[config.mk]
export PLATFORM = sky130hd
export DESIGN_NAME = sqr_regs
export DESIGN_NICKNAME = d
export VERILOG_FILES = /design/src/hw/sqr_pkg.sv /design/src/hw/sqr_slew.sv /design/src/hw/sqr_regs.sv
export SDC_FILE = /design/constraint.sdc
export NUM_CORES = 1
export LEC_CHECK = 0
export BUFFER_PORTS_ARGS = -buffer_cell sky130_fd_sc_hd__buf_4
export CAP_MARGIN = 20
export CORE_MARGIN = 8
export CORE_UTILIZATION = 36
export DETAILED_ROUTE_END_ITERATION = 10
export PLACE_DENSITY = 0.49
export SLEW_MARGIN = 25
export SYNTH_ARGS = -nofsm -noshare
export SYNTH_HDL_FRONTEND = slang
export SYNTH_SLANG_ARGS = --single-unit
[constraint.sdc]
create_clock -name CLK -period 13.9 [get_ports CLK]
set_clock_uncertainty 0.1 [all_clocks]
set_input_delay 0 -clock CLK [delete_from_list [all_inputs] [get_ports CLK]]
set_output_delay 0 -clock CLK [all_outputs]
set_load 0.005 [all_outputs]
[src/hw/sqr_pkg.sv]
package sqr_pkg;
  // ==========================================================================
  // Register offsets
  localparam logic [7:0] OFS_WAIT_CFG   = 8'h21;
  localparam logic [7:0] OFS_HV_SLOT    = 8'h22;
  localparam logic [7:0] OFS_B12_SLOT   = 8'h24;
  localparam logic [7:0] OFS_B3_SLOT    = 8'h25;
  localparam logic [7:0] OFS_PTR_STAT   = 8'h26;
  localparam logic [7:0] OFS_DOM_END    = 8'h27;
  localparam logic [7:0] OFS_MAX_SLOT   = 8'h28;
  localparam logic [7:0] OFS_SLOT_DUR   = 8'h29;
  localparam logic [7:0] OFS_B1_EN_TGT  = 8'h2A;
  localparam logic [7:0] OFS_B1_ALT     = 8'h2B;
  localparam logic [7:0] OFS_B1_LIM     = 8'h2C;
  localparam logic [7:0] OFS_B2_EN_TGT  = 8'h2D;
  localparam logic [7:0] OFS_B2_ALT     = 8'h2E;
  localparam logic [7:0] OFS_B2_LIM     = 8'h2F;
  localparam logic [7:0] OFS_B3_EN_TGT  = 8'h30;
  localparam logic [7:0] OFS_B3_ALT     = 8'h31;
  localparam logic [7:0] OFS_B3_LIM     = 8'h32;
  localparam logic [7:0] OFS_HV_DAC     = 8'h33;

  // ==========================================================================
  // Reset values
  localparam logic [7:0] RST_WAIT_CFG   = 8'h01;
  localparam logic [7:0] RST_SLOTS      = 8'h00;
  localparam logic [7:0] RST_DOM_END    = 8'h96;
  localparam logic [7:0] RST_MAX_SLOT   = 8'h49;
  localparam logic [7:0] RST_SLOT_DUR   = 8'h3D;
  localparam logic [7:0] RST_EN_TGT     = 8'h50;
  localparam logic [7:0] RST_ALT        = 8'h50;
  localparam logic [7:0] RST_LIM        = 8'h29;
  localparam logic [7:0] RST_HV_DAC     = 8'h00;

  // ==========================================================================
  // Field positions
  localparam int WAIT_REPEAT_BIT = 3;
  localparam int RAIL_ON_BIT     = 7;
  localparam int PULLDOWN_BIT    = 7;

  // ==========================================================================
  // Timing: base slot unit and DAC slew step interval
  localparam int CLK_HZ        = 20_000_000;
  localparam int SLOT_UNIT_US  = 32;
  localparam int SLOT_UNIT_CYC = (SLOT_UNIT_US * CLK_HZ) / 1_000_000;
  localparam int SLEW_STEP_US  = 2;
  localparam int SLEW_STEP_CYC = (SLEW_STEP_US * CLK_HZ) / 1_000_000;

  // ==========================================================================
  // Sequencer states
  typedef enum logic [3:0]
  {
    SQR_IDLE = 4'b0001,
    SQR_WAIT = 4'b0010,
    SQR_UP   = 4'b0100,
    SQR_DOWN = 4'b1000
  } sqr_state_e;
endpackage

[src/hw/sqr_slew.sv]
`timescale 1ns/1ns
module sqr_slew
  import sqr_pkg::*;
(
  // Clock and reset
  input  wire logic       clk,
  input  wire logic       rst_n,
  // Step enable and target
  input  wire logic       step_en,
  input  wire logic [7:0] target,
  // Slewed code
  output logic      [7:0] code
);
  // ==========================================================================
  // One LSB per step toward the target
  always_ff @(posedge clk or negedge rst_n)
  begin
    if (!rst_n)
      code <= RST_HV_DAC;
    else if (step_en && code < target)
      code <= code + 8'h01;  // [RL19]
    else if (step_en && code > target)
      code <= code - 8'h01;  // [RL19]
  end
endmodule

[src/hw/sqr_regs.sv]
`timescale 1ns/1ns
// Overview of operation
// RL1 - Wait-repeat bit 0: wait step only on first run; 1: every run.
// RL2 - HV register holds standby slot in 7:4 and regulator slot in 3:0.
// RL3 - Shared register gives rail two slot 7:4, rail one slot 3:0.
// RL4 - Rail three slot in bits 3:0; upper bits reserved.
// RL5 - Status bits 7:4 show live sequencer pointer; reset zero.
// RL6 - Status bits 3:0 hold slot where wait step runs; reset zero. Code only stores them; wait runs before the walk starts.
// RL7 - End pointers: power domain 7:4 reset 9, system 3:0 reset 6.
// RL8 - Max-count field bits 3:0 ends first power sub-domain; reset 9. Code only stores it; power-up ends at power domain end pointer.
// RL9 - Empty slot time from 4-bit code table; reset code 3.
// RL10 - Occupied slot time uses same table; reset code 0xD.
// RL11 - Rail enable bit 7 and 7-bit target code; target resets 0x50.
// RL12 - Each rail has a 7-bit alternate target, reset 0x50.
// RL13 - Bit 7 zero keeps off-state pull-down; one removes it.
// RL14 - Rail one current limit code in bits 3:2, reset 10.
// RL15 - Rails two and three current limit codes, reset 10.
// RL16 - Mode bits 1:0: sleep, auto, forced PWM; reset 01.
// RL17 - HV target is 8-bit DAC code, 5 mV steps, resets zero.
// RL18 - Software keeps HV DAC code between 160 and 255.
// RL19 - HV DAC output slews gradually toward a new target.
// RL20 - Override select swaps in alternate target while chosen pin high.
// RL21 - Wait-direction bit: wait on power-up only, or both directions.
// RL22 - Power-up walks pointer upward, enabling rails whose slot matches.
// RL23 - Power-down walks slots in reverse, disabling matching rails.
module sqr_regs
  import sqr_pkg::*;
(
  // Clock and reset
  input  wire logic       CLK,
  input  wire logic       RST_N,
  // Register port
  input  wire logic [7:0] REG_ADDR,
  input  wire logic       REG_WR,
  input  wire logic [7:0] REG_WDATA,
  output logic      [7:0] REG_RDATA,
  // Sequencer control
  input  wire logic       SEQ_POWER_UP,
  input  wire logic       SEQ_POWER_DOWN,
  input  wire logic       WAIT_BOTH_DIR,
  input  wire logic       WAIT_DONE,
  output logic            SEQ_BUSY,
  output logic            IDENT_WAIT_ACTIVE,
  // Override pins and selects
  input  wire logic       PIN_GPIO0,
  input  wire logic       PIN_GPIO1,
  input  wire logic       PIN_IRQ,
  input  wire logic [5:0] OVERRIDE_PIN_SEL,
  // Rail controls
  output logic      [2:0] RAIL_ON,
  output logic      [6:0] RAIL_ONE_TARGET,
  output logic      [6:0] RAIL_TWO_TARGET,
  output logic      [6:0] RAIL_THREE_TARGET,
  output logic      [2:0] RAIL_OFF_PULLDOWN_OFF,
  output logic      [5:0] RAIL_CURRENT_LIMIT,
  output logic      [5:0] RAIL_OP_MODE,
  output logic            HV_ON,
  output logic            HV_STANDBY,
  output logic      [7:0] HV_TARGET_CODE
);
  // ==========================================================================
  // Register storage
  logic [7:0] wait_cfg_q, hv_slot_q, b12_slot_q, b3_slot_q, wait_slot_q;
  logic [7:0] dom_end_q, max_slot_q, slot_dur_q, hv_dac_q;
  logic [7:0] en_tgt_q [3];
  logic [7:0] alt_q    [3];
  logic [7:0] lim_q    [3];

  // Sequencer state
  sqr_state_e state_q;
  logic [3:0]  slot_pointer_q;
  logic [18:0] slot_cnt_q;
  logic        used_q;
  logic        dir_down_q;
  logic [2:0]  seq_on_q;
  logic        hv_seq_on_q;
  logic        hv_stby_q;
  logic [7:0]  slew_cnt_q;

  function automatic logic [7:0] rail_ofs(input int idx, input int kind);
    rail_ofs = OFS_B1_EN_TGT + 8'(3 * idx + kind);
  endfunction

  // Slot length in 32 us units for a 4-bit code
  function automatic logic [8:0] slot_units(input logic [3:0] code);
    case (code)
      4'h9:    slot_units = 9'd12;
      4'hA:    slot_units = 9'd14;
      4'hB:    slot_units = 9'd16;
      4'hC:    slot_units = 9'd32;
      4'hD:    slot_units = 9'd64;
      4'hE:    slot_units = 9'd128;
      4'hF:    slot_units = 9'd256;
      default: slot_units = 9'(code) + 9'd1;
    endcase
  endfunction

  function automatic logic [2:0] slot_match(input logic [3:0] p);
    slot_match = {b3_slot_q[3:0] == p, b12_slot_q[7:4] == p,
                  b12_slot_q[3:0] == p};
  endfunction

  function automatic logic pin_sel(input logic [1:0] s);
    case (s)
      2'h1:    pin_sel = PIN_GPIO0;
      2'h2:    pin_sel = PIN_GPIO1;
      2'h3:    pin_sel = PIN_IRQ;
      default: pin_sel = 1'b0;
    endcase
  endfunction

  wire logic [3:0] end_ptr = dom_end_q[7:4];  // [RL7]
  wire logic       occupied = |slot_match(slot_pointer_q)
                              || hv_slot_q[3:0] == slot_pointer_q
                              || hv_slot_q[7:4] == slot_pointer_q;
  wire logic [3:0] dur_code = occupied ? slot_dur_q[3:0]   // [RL10]
                                       : slot_dur_q[7:4];  // [RL9]
  wire logic [18:0] slot_len =
    19'(slot_units(dur_code)) * 19'(SLOT_UNIT_CYC);
  wire logic slot_done = slot_cnt_q >= slot_len - 19'd1;
  wire logic need_wait = !used_q || wait_cfg_q[WAIT_REPEAT_BIT];  // [RL1]

  // ==========================================================================
  // Register writes
  always_ff @(posedge CLK or negedge RST_N)
  begin
    if (!RST_N)
    begin
      wait_cfg_q  <= RST_WAIT_CFG;
      hv_slot_q   <= RST_SLOTS;  // [RL2]
      b12_slot_q  <= RST_SLOTS;  // [RL3]
      b3_slot_q   <= RST_SLOTS;
      wait_slot_q <= RST_SLOTS;  // [RL6]
      dom_end_q   <= RST_DOM_END;  // [RL7]
      max_slot_q  <= RST_MAX_SLOT;  // [RL8]
      slot_dur_q  <= RST_SLOT_DUR;  // [RL9] [RL10]
      hv_dac_q    <= RST_HV_DAC;  // [RL17]
      for (int i = 0; i < 3; i++)
      begin
        en_tgt_q[i] <= RST_EN_TGT;  // [RL11]
        alt_q[i]    <= RST_ALT;  // [RL12]
        lim_q[i]    <= RST_LIM;  // [RL13] [RL14] [RL15] [RL16]
      end
    end
    else if (REG_WR)
    begin
      case (REG_ADDR)
        OFS_WAIT_CFG: wait_cfg_q  <= REG_WDATA;
        OFS_HV_SLOT:  hv_slot_q   <= REG_WDATA;
        OFS_B12_SLOT: b12_slot_q  <= REG_WDATA;
        OFS_B3_SLOT:  b3_slot_q   <= {4'h0, REG_WDATA[3:0]};  // [RL4]
        OFS_PTR_STAT: wait_slot_q <= {4'h0, REG_WDATA[3:0]};
        OFS_DOM_END:  dom_end_q   <= REG_WDATA;
        OFS_MAX_SLOT: max_slot_q  <= REG_WDATA;
        OFS_SLOT_DUR: slot_dur_q  <= REG_WDATA;
        OFS_HV_DAC:   hv_dac_q    <= REG_WDATA;  // [RL17]
        default:
        begin
          for (int i = 0; i < 3; i++)
          begin
            if (REG_ADDR == rail_ofs(i, 0))
              en_tgt_q[i] <= REG_WDATA;
            if (REG_ADDR == rail_ofs(i, 1))
              alt_q[i] <= {1'b0, REG_WDATA[6:0]};
            if (REG_ADDR == rail_ofs(i, 2))
              lim_q[i] <= REG_WDATA;
          end
        end
      endcase
    end
  end

  // ==========================================================================
  // Register reads
  always_comb
  begin
    REG_RDATA = 8'h00;
    case (REG_ADDR)
      OFS_WAIT_CFG: REG_RDATA = wait_cfg_q;
      OFS_HV_SLOT:  REG_RDATA = hv_slot_q;
      OFS_B12_SLOT: REG_RDATA = b12_slot_q;
      OFS_B3_SLOT:  REG_RDATA = b3_slot_q;
      OFS_PTR_STAT: REG_RDATA = {slot_pointer_q, wait_slot_q[3:0]};  // [RL5]
      OFS_DOM_END:  REG_RDATA = dom_end_q;
      OFS_MAX_SLOT: REG_RDATA = max_slot_q;
      OFS_SLOT_DUR: REG_RDATA = slot_dur_q;
      OFS_HV_DAC:   REG_RDATA = hv_dac_q;
      default:
      begin
        for (int i = 0; i < 3; i++)
        begin
          if (REG_ADDR == rail_ofs(i, 0))
            REG_RDATA = en_tgt_q[i];
          if (REG_ADDR == rail_ofs(i, 1))
            REG_RDATA = alt_q[i];
          if (REG_ADDR == rail_ofs(i, 2))
            REG_RDATA = lim_q[i];
        end
      end
    endcase
  end

  // ==========================================================================
  // Sequencer state machine
  always_ff @(posedge CLK or negedge RST_N)
  begin
    if (!RST_N)
    begin
      state_q        <= SQR_IDLE;
      slot_pointer_q <= 4'h0;
      slot_cnt_q     <= 19'd0;
      used_q         <= 1'b0;
      dir_down_q     <= 1'b0;
    end
    else
    begin
      case (state_q)
        SQR_IDLE:
        begin
          slot_cnt_q <= 19'd0;
          if (SEQ_POWER_UP)
          begin
            slot_pointer_q <= 4'h0;
            dir_down_q     <= 1'b0;
            state_q <= need_wait ? SQR_WAIT : SQR_UP;  // [RL1] [RL21]
          end
          else if (SEQ_POWER_DOWN)
          begin
            slot_pointer_q <= end_ptr;
            dir_down_q     <= 1'b1;
            state_q <= (need_wait && WAIT_BOTH_DIR) ? SQR_WAIT  // [RL21]
                                                    : SQR_DOWN;
          end
        end
        SQR_WAIT:
        begin
          if (WAIT_DONE)
          begin
            used_q  <= 1'b1;
            state_q <= dir_down_q ? SQR_DOWN : SQR_UP;  // [RL21]
          end
        end
        SQR_UP:
        begin
          if (slot_done)
          begin
            slot_cnt_q <= 19'd0;
            if (slot_pointer_q >= end_ptr)
              state_q <= SQR_IDLE;
            else
              slot_pointer_q <= slot_pointer_q + 4'h1;  // [RL22]
          end
          else
            slot_cnt_q <= slot_cnt_q + 19'd1;
        end
        SQR_DOWN:
        begin
          used_q <= 1'b1;
          if (slot_done)
          begin
            slot_cnt_q <= 19'd0;
            if (slot_pointer_q == 4'h0)
              state_q <= SQR_IDLE;
            else
              slot_pointer_q <= slot_pointer_q - 4'h1;  // [RL23]
          end
          else
            slot_cnt_q <= slot_cnt_q + 19'd1;
        end
        default: state_q <= SQR_IDLE;
      endcase
    end
  end

  // ==========================================================================
  // Sequenced enables
  always_ff @(posedge CLK or negedge RST_N)
  begin
    if (!RST_N)
    begin
      seq_on_q    <= 3'h0;
      hv_seq_on_q <= 1'b0;
      hv_stby_q   <= 1'b0;
    end
    else if (state_q == SQR_UP)
    begin
      seq_on_q <= seq_on_q | slot_match(slot_pointer_q);  // [RL22]
      if (hv_slot_q[3:0] == slot_pointer_q)
        hv_seq_on_q <= 1'b1;  // [RL2]
      if (hv_slot_q[7:4] == slot_pointer_q)
        hv_stby_q <= 1'b0;
    end
    else if (state_q == SQR_DOWN)
    begin
      seq_on_q <= seq_on_q & ~slot_match(slot_pointer_q);  // [RL23]
      if (hv_slot_q[3:0] == slot_pointer_q)
        hv_seq_on_q <= 1'b0;
      if (hv_slot_q[7:4] == slot_pointer_q)
        hv_stby_q <= 1'b1;  // [RL2]
    end
  end

  // ==========================================================================
  // HV DAC slew timing
  always_ff @(posedge CLK or negedge RST_N)
  begin
    if (!RST_N)
      slew_cnt_q <= 8'h00;
    else if (slew_cnt_q == 8'(SLEW_STEP_CYC - 1))
      slew_cnt_q <= 8'h00;
    else
      slew_cnt_q <= slew_cnt_q + 8'h01;
  end

  sqr_slew u_slew
  (
    .clk    (CLK),
    .rst_n  (RST_N),
    .step_en(slew_cnt_q == 8'(SLEW_STEP_CYC - 1)),
    .target (hv_dac_q),
    .code   (HV_TARGET_CODE)
  );

  // ==========================================================================
  // Rail outputs
  always_comb
  begin
    for (int i = 0; i < 3; i++)
    begin
      RAIL_ON[i] = en_tgt_q[i][RAIL_ON_BIT] | seq_on_q[i];  // [RL11]
      RAIL_OFF_PULLDOWN_OFF[i] = lim_q[i][PULLDOWN_BIT];  // [RL13]
      RAIL_CURRENT_LIMIT[2*i +: 2] = lim_q[i][3:2];  // [RL14] [RL15]
      RAIL_OP_MODE[2*i +: 2] = lim_q[i][1:0];  // [RL16]
    end
    RAIL_ONE_TARGET = pin_sel(OVERRIDE_PIN_SEL[1:0])  // [RL20]
                      ? alt_q[0][6:0] : en_tgt_q[0][6:0];
    RAIL_TWO_TARGET = pin_sel(OVERRIDE_PIN_SEL[3:2])  // [RL20]
                      ? alt_q[1][6:0] : en_tgt_q[1][6:0];
    RAIL_THREE_TARGET = pin_sel(OVERRIDE_PIN_SEL[5:4])  // [RL20]
                        ? alt_q[2][6:0] : en_tgt_q[2][6:0];
  end

  assign HV_ON             = hv_seq_on_q;
  assign HV_STANDBY        = hv_stby_q;
  assign SEQ_BUSY          = state_q != SQR_IDLE;
  assign IDENT_WAIT_ACTIVE = state_q == SQR_WAIT;
endmodule

==> summary.txt, run 1 <==
Timing
  – Fmax achieved: 125 MHz
  – Slew HR: 34.5%
  – Final worst path period share: 57.5%
  – Final Hold Vio Count: 0
  – Worst slew pin tran: 978 ps
  – Tmin final: ~8000 ps
  – Fin. max-slew vios: 0
  – Final setup viols: 0
  – Total negative slack: 0 ps
  – RSZ-0062 raised after global routing: no

Clocking
  – Worst-skew pair later-pin latency: 450 ps
  – Max clock buf depth: 2
  – CTS sink count: 183
  – CTS clk-pin slew, worst paths: 70 ps
  – Clk root buf: clkbuf_16
  – H-tree lvl count: 4
  – Post-CTS setup buffer count: 0
  – CTS tree: yes
  – Total CTS buffers: 17

Synthesis
  – Synthesized cell area: 0.0112 sq mm
  – YS warnings: 0
  – Top cells by area, synth: dfrtp_1 (33%), mux2_2 (16%), dfstp_2 (8.2%)
  – Library cells used by synthesis: between 70 and 80
  – Number of synthesized flops with an enable pin: 0
  – Most used DFF post-synth: dfrtp_1
  – Sequential share of the synthesized area: between 40% and 50%
  – Post-synth top area share: 33.1%
  – Async set-reset flop share out of synthesis: 100%
  – Post-synthesis net count: roughly 1100
  – Post-synthesis register bit count: between 150 and 200
  – Biggest area consumer among synthesized cells: dfrtp_1
  – Synthesized instance count: 1017
  – Syn avg cell area: roughly 11 sq um

Floorplan
  – Die area: 0.0370 sq mm
  – Initial Util: between 30% and 40%
  – # IOs: 91
  – Die height: 192 um
  – FP Rows: 64
  – Std-Cell Core Area: about 0.03 sq mm
  – Die Wd: around 190 um

Placement
  – Port bufs: 90
  – Post-DP HPWL: 22.9 mm
  – GP Congestion: 0.833

Final layout
  – Ant. Diodes: 0
  – Commonest cells after routing, fill and taps aside: mux2_2 (164), dfrtp_1 (148), buf_4 (93)
  – Final Core Density: a little over two fifths
  – Most common cell after layout, fill and taps aside: mux2_2
  – Layout cells sized above 1: between 30% and 40%
  – Area growth syn-to-layout: 14.9%
  – Final layout net count: between 1000 and 1500

Worst setup path
  – CP endpoint kind: flip-flop
  – Peak fanout along the critical path: 10
  – CP arrival: 8210 ps
  – Worst-path cell with the longest stage delay: dfrtp_1
  – CP Launch Type: flip-flop
  – Most Frequent Cell on Critical Path: ha_1
  – Kind of critical path: flip-flop to flip-flop
  – Required time of the critical path: 14120 ps
  – Crit-path max cell delay: ~640 ps

Detailed routing
  – Initial DRC Count: approximately 450
  – Avg Vias per Cell: 5.34
  – Via Count: 8025
  – # DRC: 0
  – 1st-pass router iterations: 5
  – WL/cell: 20.7 um
  – Drt total wl: 31.2 mm
  – DRT antenna net count: 0

Pwr
  – LEAKAGE: 5.93 nW
  – Pwr Total: 1.67 mW
  – Peak VDD IR: between 0.08 and 0.09 mV
  – P per Cell Area: roughly 130 mW/mm^2

Global route
  – Grt ovf: 0
  – Vias in the first global route: roughly 8300
  – Initial antenna violation count: 0
  – Global-route wire length before repair: 49.5 mm
  – Total track usage: ~17%
  – Largest net degree at the start of global routing: 75

Run
  – Maximum Capacitance Violations: 0

Run status
  – Status: finished, final reports clean

Min path
  – HP Class: input port to async pin
## registers in the layout, indices dropped and copies added, names as in the netlist, 6 cells and up, named ones only
| name | cells |
|---|---|
| hv_slot_q | 8 |
| slot_dur_q | 8 |
| slot_cnt_q | 19 |
| slew_cnt_q | 8 |
| hv_dac_q | 8 |
| dom_end_q | 8 |
| lim_q | 9 |
| RAIL_CURRENT_LIMIT | 6 |
| u_slew.code | 8 |
| max_slot_q | 8 |
| alt_q | 21 |
| en_tgt_q | 24 |
| wait_cfg_q | 8 |
| b12_slot_q | 8 |
| RAIL_OP_MODE | 6 |
## routing by layer
metal / share of wire (%) / track usage [%] / vias to the layer above
met3: 4.0 / 3.18 / 28
met2: 47 / 27.7 / 175
met1: 48 / 23.5 / 3987
met5: 0 / 0 / -
li1: - / - / 3835
met4: 1.7 / 4.64 / 0
## report_power, final
group          leakage, nW  internal [mW]  total, mW  switching, mW
registers             2.35          0.586      0.653         0.0677
clock network        0.299          0.264      0.511          0.247
logic                 3.28          0.239      0.502          0.264
total                 5.93           1.09       1.67          0.578
## layout make-up
type / instances / area, sq um
inverters: 32 / 120
fillers: 2961 / 17700
clock buffers: 18 / 439
well taps: 396 / 495
multi-input cells: 753 / 6160
clock inverters: 14 / 180
repair buffers: 108 / 852
flip-flops and latches: 183 / 4620
## path summary, 6_finish.rpt
kind                                     end  cells past startpoint  slack (ps)               from
min                            slew_cnt_q[6]                      2          40              RST_N
max                        slot_pointer_q[2]                     28        5910  slot_pointer_q[2]
min in group CLK               slot_dur_q[6]                      4          70             REG_WR
min reg2reg                           used_q                      1         370             used_q
max reg2reg                slot_pointer_q[2]                     28        5910  slot_pointer_q[2]
max in group asynchronous        en_tgt_q[8]                      3       12380              RST_N
## synth_stat cells, types with 27 or more instances
cell type / number
a21oi_1: 34
dfrtp_1: 148
dfstp_2: 35
ha_1: 51
inv_1: 32
mux2_2: 164
mux2i_1: 27
nand2_1: 65
nor2_1: 72
o21ai_0: 30
xnor2_1: 42
## per-stage QoR
step	cells	hold slack, ps	worst slack, ps	instance area (sq um)
3_3_place_gp	1458	-30.5	6070	12100
6_report	1504	37.5	5910	12900
5_1_grt	1504	77.1	5340	12900
4_1_cts	1504	48.8	5890	12900
2_1_floorplan	1017	-396	6470	11200
3_5_place_dp	1458	-29.5	5900	12100
## kinds of logic after synthesis
logic type	Yosys count	share of synthesized area, %
flip-flops	183	41.3
AO/OA/AOI/OAI	166	10.2
XOR/XNOR	64	5.00
other	1	0.0335
multiplexers	205	21.4
adder cells (fa/ha/maj)	54	6.23
buffers and inverters	81	3.73
AND/OR/NAND/NOR	263	12.2
## what timing repair did
item | in CTS | in global routing
hold endpoints to repair | 211 | 0
hold buffers | 14 | 0
resized for setup | 0 | 0
## worst max-delay path, delay by kind of cell, from the launching register on
kind | cells | cell delay [ps]
adders and majority gates | 5 | 1490
xor gates and xnor gates | 3 | 480
AOI/OAI and AO/OA | 4 | 1050
muxes | 3 | 1190
DFF | 1 | 640
and+or+nand+nor | 13 | 2900
(Power assumes the default switching activity.)
==> run 2, diff against run 1 <==
--- a/config.mk
+++ b/config.mk
@@ -10,7 +10,7 @@
 export CORE_MARGIN = 8
 export CORE_UTILIZATION = 36
 export DETAILED_ROUTE_END_ITERATION = 10
-export PLACE_DENSITY = 0.49
+export PLACE_DENSITY = 0.5
 export SLEW_MARGIN = 25
 export SYNTH_ARGS = -nofsm -noshare
 export SYNTH_HDL_FRONTEND = slang
==> constraint.sdc (replaced) <==
create_clock -name CLK -period 6.9 [get_ports CLK]
set_clock_uncertainty 0.1 [all_clocks]
set_input_delay 0 -clock CLK [delete_from_list [all_inputs] [get_ports CLK]]
set_output_delay 0 -clock CLK [all_outputs]
set_load 0.005 [all_outputs]
==> run 2 against run 1 <==
Against the previous run:
- the run now ends with negative setup slack left
- power rose by 130%
- worst setup slack got worse by 6100 ps
- clock power rose by 87%
- largest cell class unchanged
- highest routed layer unchanged
==> summary.txt, run 2 (synthesis gave the netlist of run 1 again) <==
Run status
  – Status: complete, but fails checks
  – Failing checks: negative setup slack

Timing
  – Total negative slack: -1410 ps
  – Final Hold Vio Count: 0
  – Hold Worst Slack: 63.4 ps
  – Fmax achieved: 142 MHz
  – PnR worst setup slack: -147 ps
  – Slew HR: 29.7%
  – Tmin final: 7050 ps
  – Final worst path period share: 102%
  – Final setup viols: 26
  – RSZ-0062 raised after global routing: yes
  – Fin. max-slew vios: 0
  – Worst slew pin tran: 1050 ps

Final layout
  – Commonest cells after routing, fill and taps aside: buf_4 (180), mux2_2 (162), dfrtp_1 (144)
  – Top reg by flops: en_tgt_q
  – Top Registers: en_tgt_q x24, alt_q x21, slot_cnt_q x19
  – Most common cell after layout, fill and taps aside: buf_4
  – Largest register FFs: 24
  – Layout cells sized above 1: 42.5%
  – Area growth syn-to-layout: 23.8%
  – Final Core Density: roughly 45%
  – Ant. Diodes: 0
  – Final layout net count: ~1300

Placement
  – Post-DP HPWL: ~23 mm
  – GP Congestion: about 0.82
  – Port bufs: 90
  – Place WS: -475 ps

Pwr
  – Peak VDD IR: 0.186 mV
  – Pwr Total: 3.88 mW
  – LEAKAGE: between 6 and 7 nW
  – P per Cell Area: 280 mW/mm^2

Detailed routing
  – Initial DRC Count: 368
  – Avg Vias per Cell: roughly 5.3
  – 1st-pass router iterations: 5
  – DRT antenna net count: 0
  – Via Count: 8389
  – WL/cell: 19.9 um
  – Drt total wl: 31.8 mm
  – # DRC: 0

Worst setup path
  – CP endpoint kind: flip-flop
  – Required time of the critical path: 7120 ps
  – Most Frequent Cell on Critical Path: buf_4
  – Crit-path max cell delay: about 520 ps
  – Kind of critical path: flip-flop to flip-flop
  – CP Launch Type: flip-flop
  – CP arrival: 7260 ps
  – Peak fanout along the critical path: 7
  – Worst-path cell with the longest stage delay: dfrtp_2

Floorplan
  – # IOs: 91
  – Std-Cell Core Area: 0.0306 sq mm
  – FP Rows: 64
  – Initial Util: a little over a third
  – Die height: 192 um
  – Die area: 0.0370 sq mm
  – Die Wd: about 190 um

Clocking
  – Total CTS buffers: 17
  – Max clock buf depth: 2
  – CTS clk-pin slew, worst paths: 80 ps
  – Worst-skew pair later-pin latency: 440 ps
  – CTS sink count: 183
  – Clk root buf: clkbuf_16
  – H-tree lvl count: 4
  – CTS tree: yes

Global route
  – Global-route wire length before repair: 50.9 mm
  – Grt ovf: 0
  – Vias in the first global route: 8827
  – Largest net degree at the start of global routing: 89
  – Initial antenna violation count: 0
  – Total track usage: 17.7%

Min path
  – HP Class: input port to flip-flop

Run
  – Maximum Capacitance Violations: 0
## run 2: metal layers
metal	part of all wire (%)	wire length, um	vias up	track usage [%]
li1	-	-	4038	-
met1	47	14800	4143	23.4
met2	47	15000	182	29.1
met3	4.2	1330	26	3.11
met4	1.9	618	0	5.32
met5	0	0	-	0
## run 2: final timing paths
check,start,cells after the start,to,slack (ps)
setup / recovery,slot_pointer_q[0],39,state_q[2],-150
hold / removal,REG_WR,4,slot_dur_q[1],60
setup reg to reg,slot_pointer_q[0],39,state_q[2],-150
hold reg to reg,used_q,1,used_q,380
max in group asynchronous,RST_N,3,lim_q[22],5450
min in group asynchronous,RST_N,2,slew_cnt_q[7],70
## run 2: cell type report
class | instances | area, sq um
clock inverters | 14 | 133
fillers | 2929 | 16700
repair buffers | 199 | 1550
flip-flops and latches | 183 | 4630
well taps | 396 | 495
clock buffers | 18 | 429
multi-input cells | 753 | 6510
inverters | 32 | 120
## run 2: through the flow
stage / std cells / area (sq um)
after global placement: 1518 / 12700
after floorplan: 1017 / 11300
after CTS: 1593 / 13700
after detailed placement: 1518 / 12700
after global routing: 1595 / 13900
final: 1595 / 13900
## run 2: repair_timing
action	4_1_cts	5_1_grt
hold buffers	14	0
gates resized for setup	24	30
pin swaps	22	27
hold endpoints to repair	226	0
setup buffers	29	3
endpoints found under the setup margin	26	26
## run 2: report_power, final
part	leakage, nW	switching [mW]	internal [mW]	total, mW
combinational	3.80	0.711	0.897	1.61
clock	0.268	0.475	0.479	0.954
sequential	2.35	0.133	1.18	1.32
total	6.42	1.32	2.56	3.88
## run 2: worst max-delay path: cells and delay by family (launching register included)
family          cells  cell delay (ps)
buf+inv            25             3090
compound gates      4             1150
simple gates        6             1130
flops               1              520
mux                 2              490
fa+ha+maj           1              260
xor+xnor            1              170
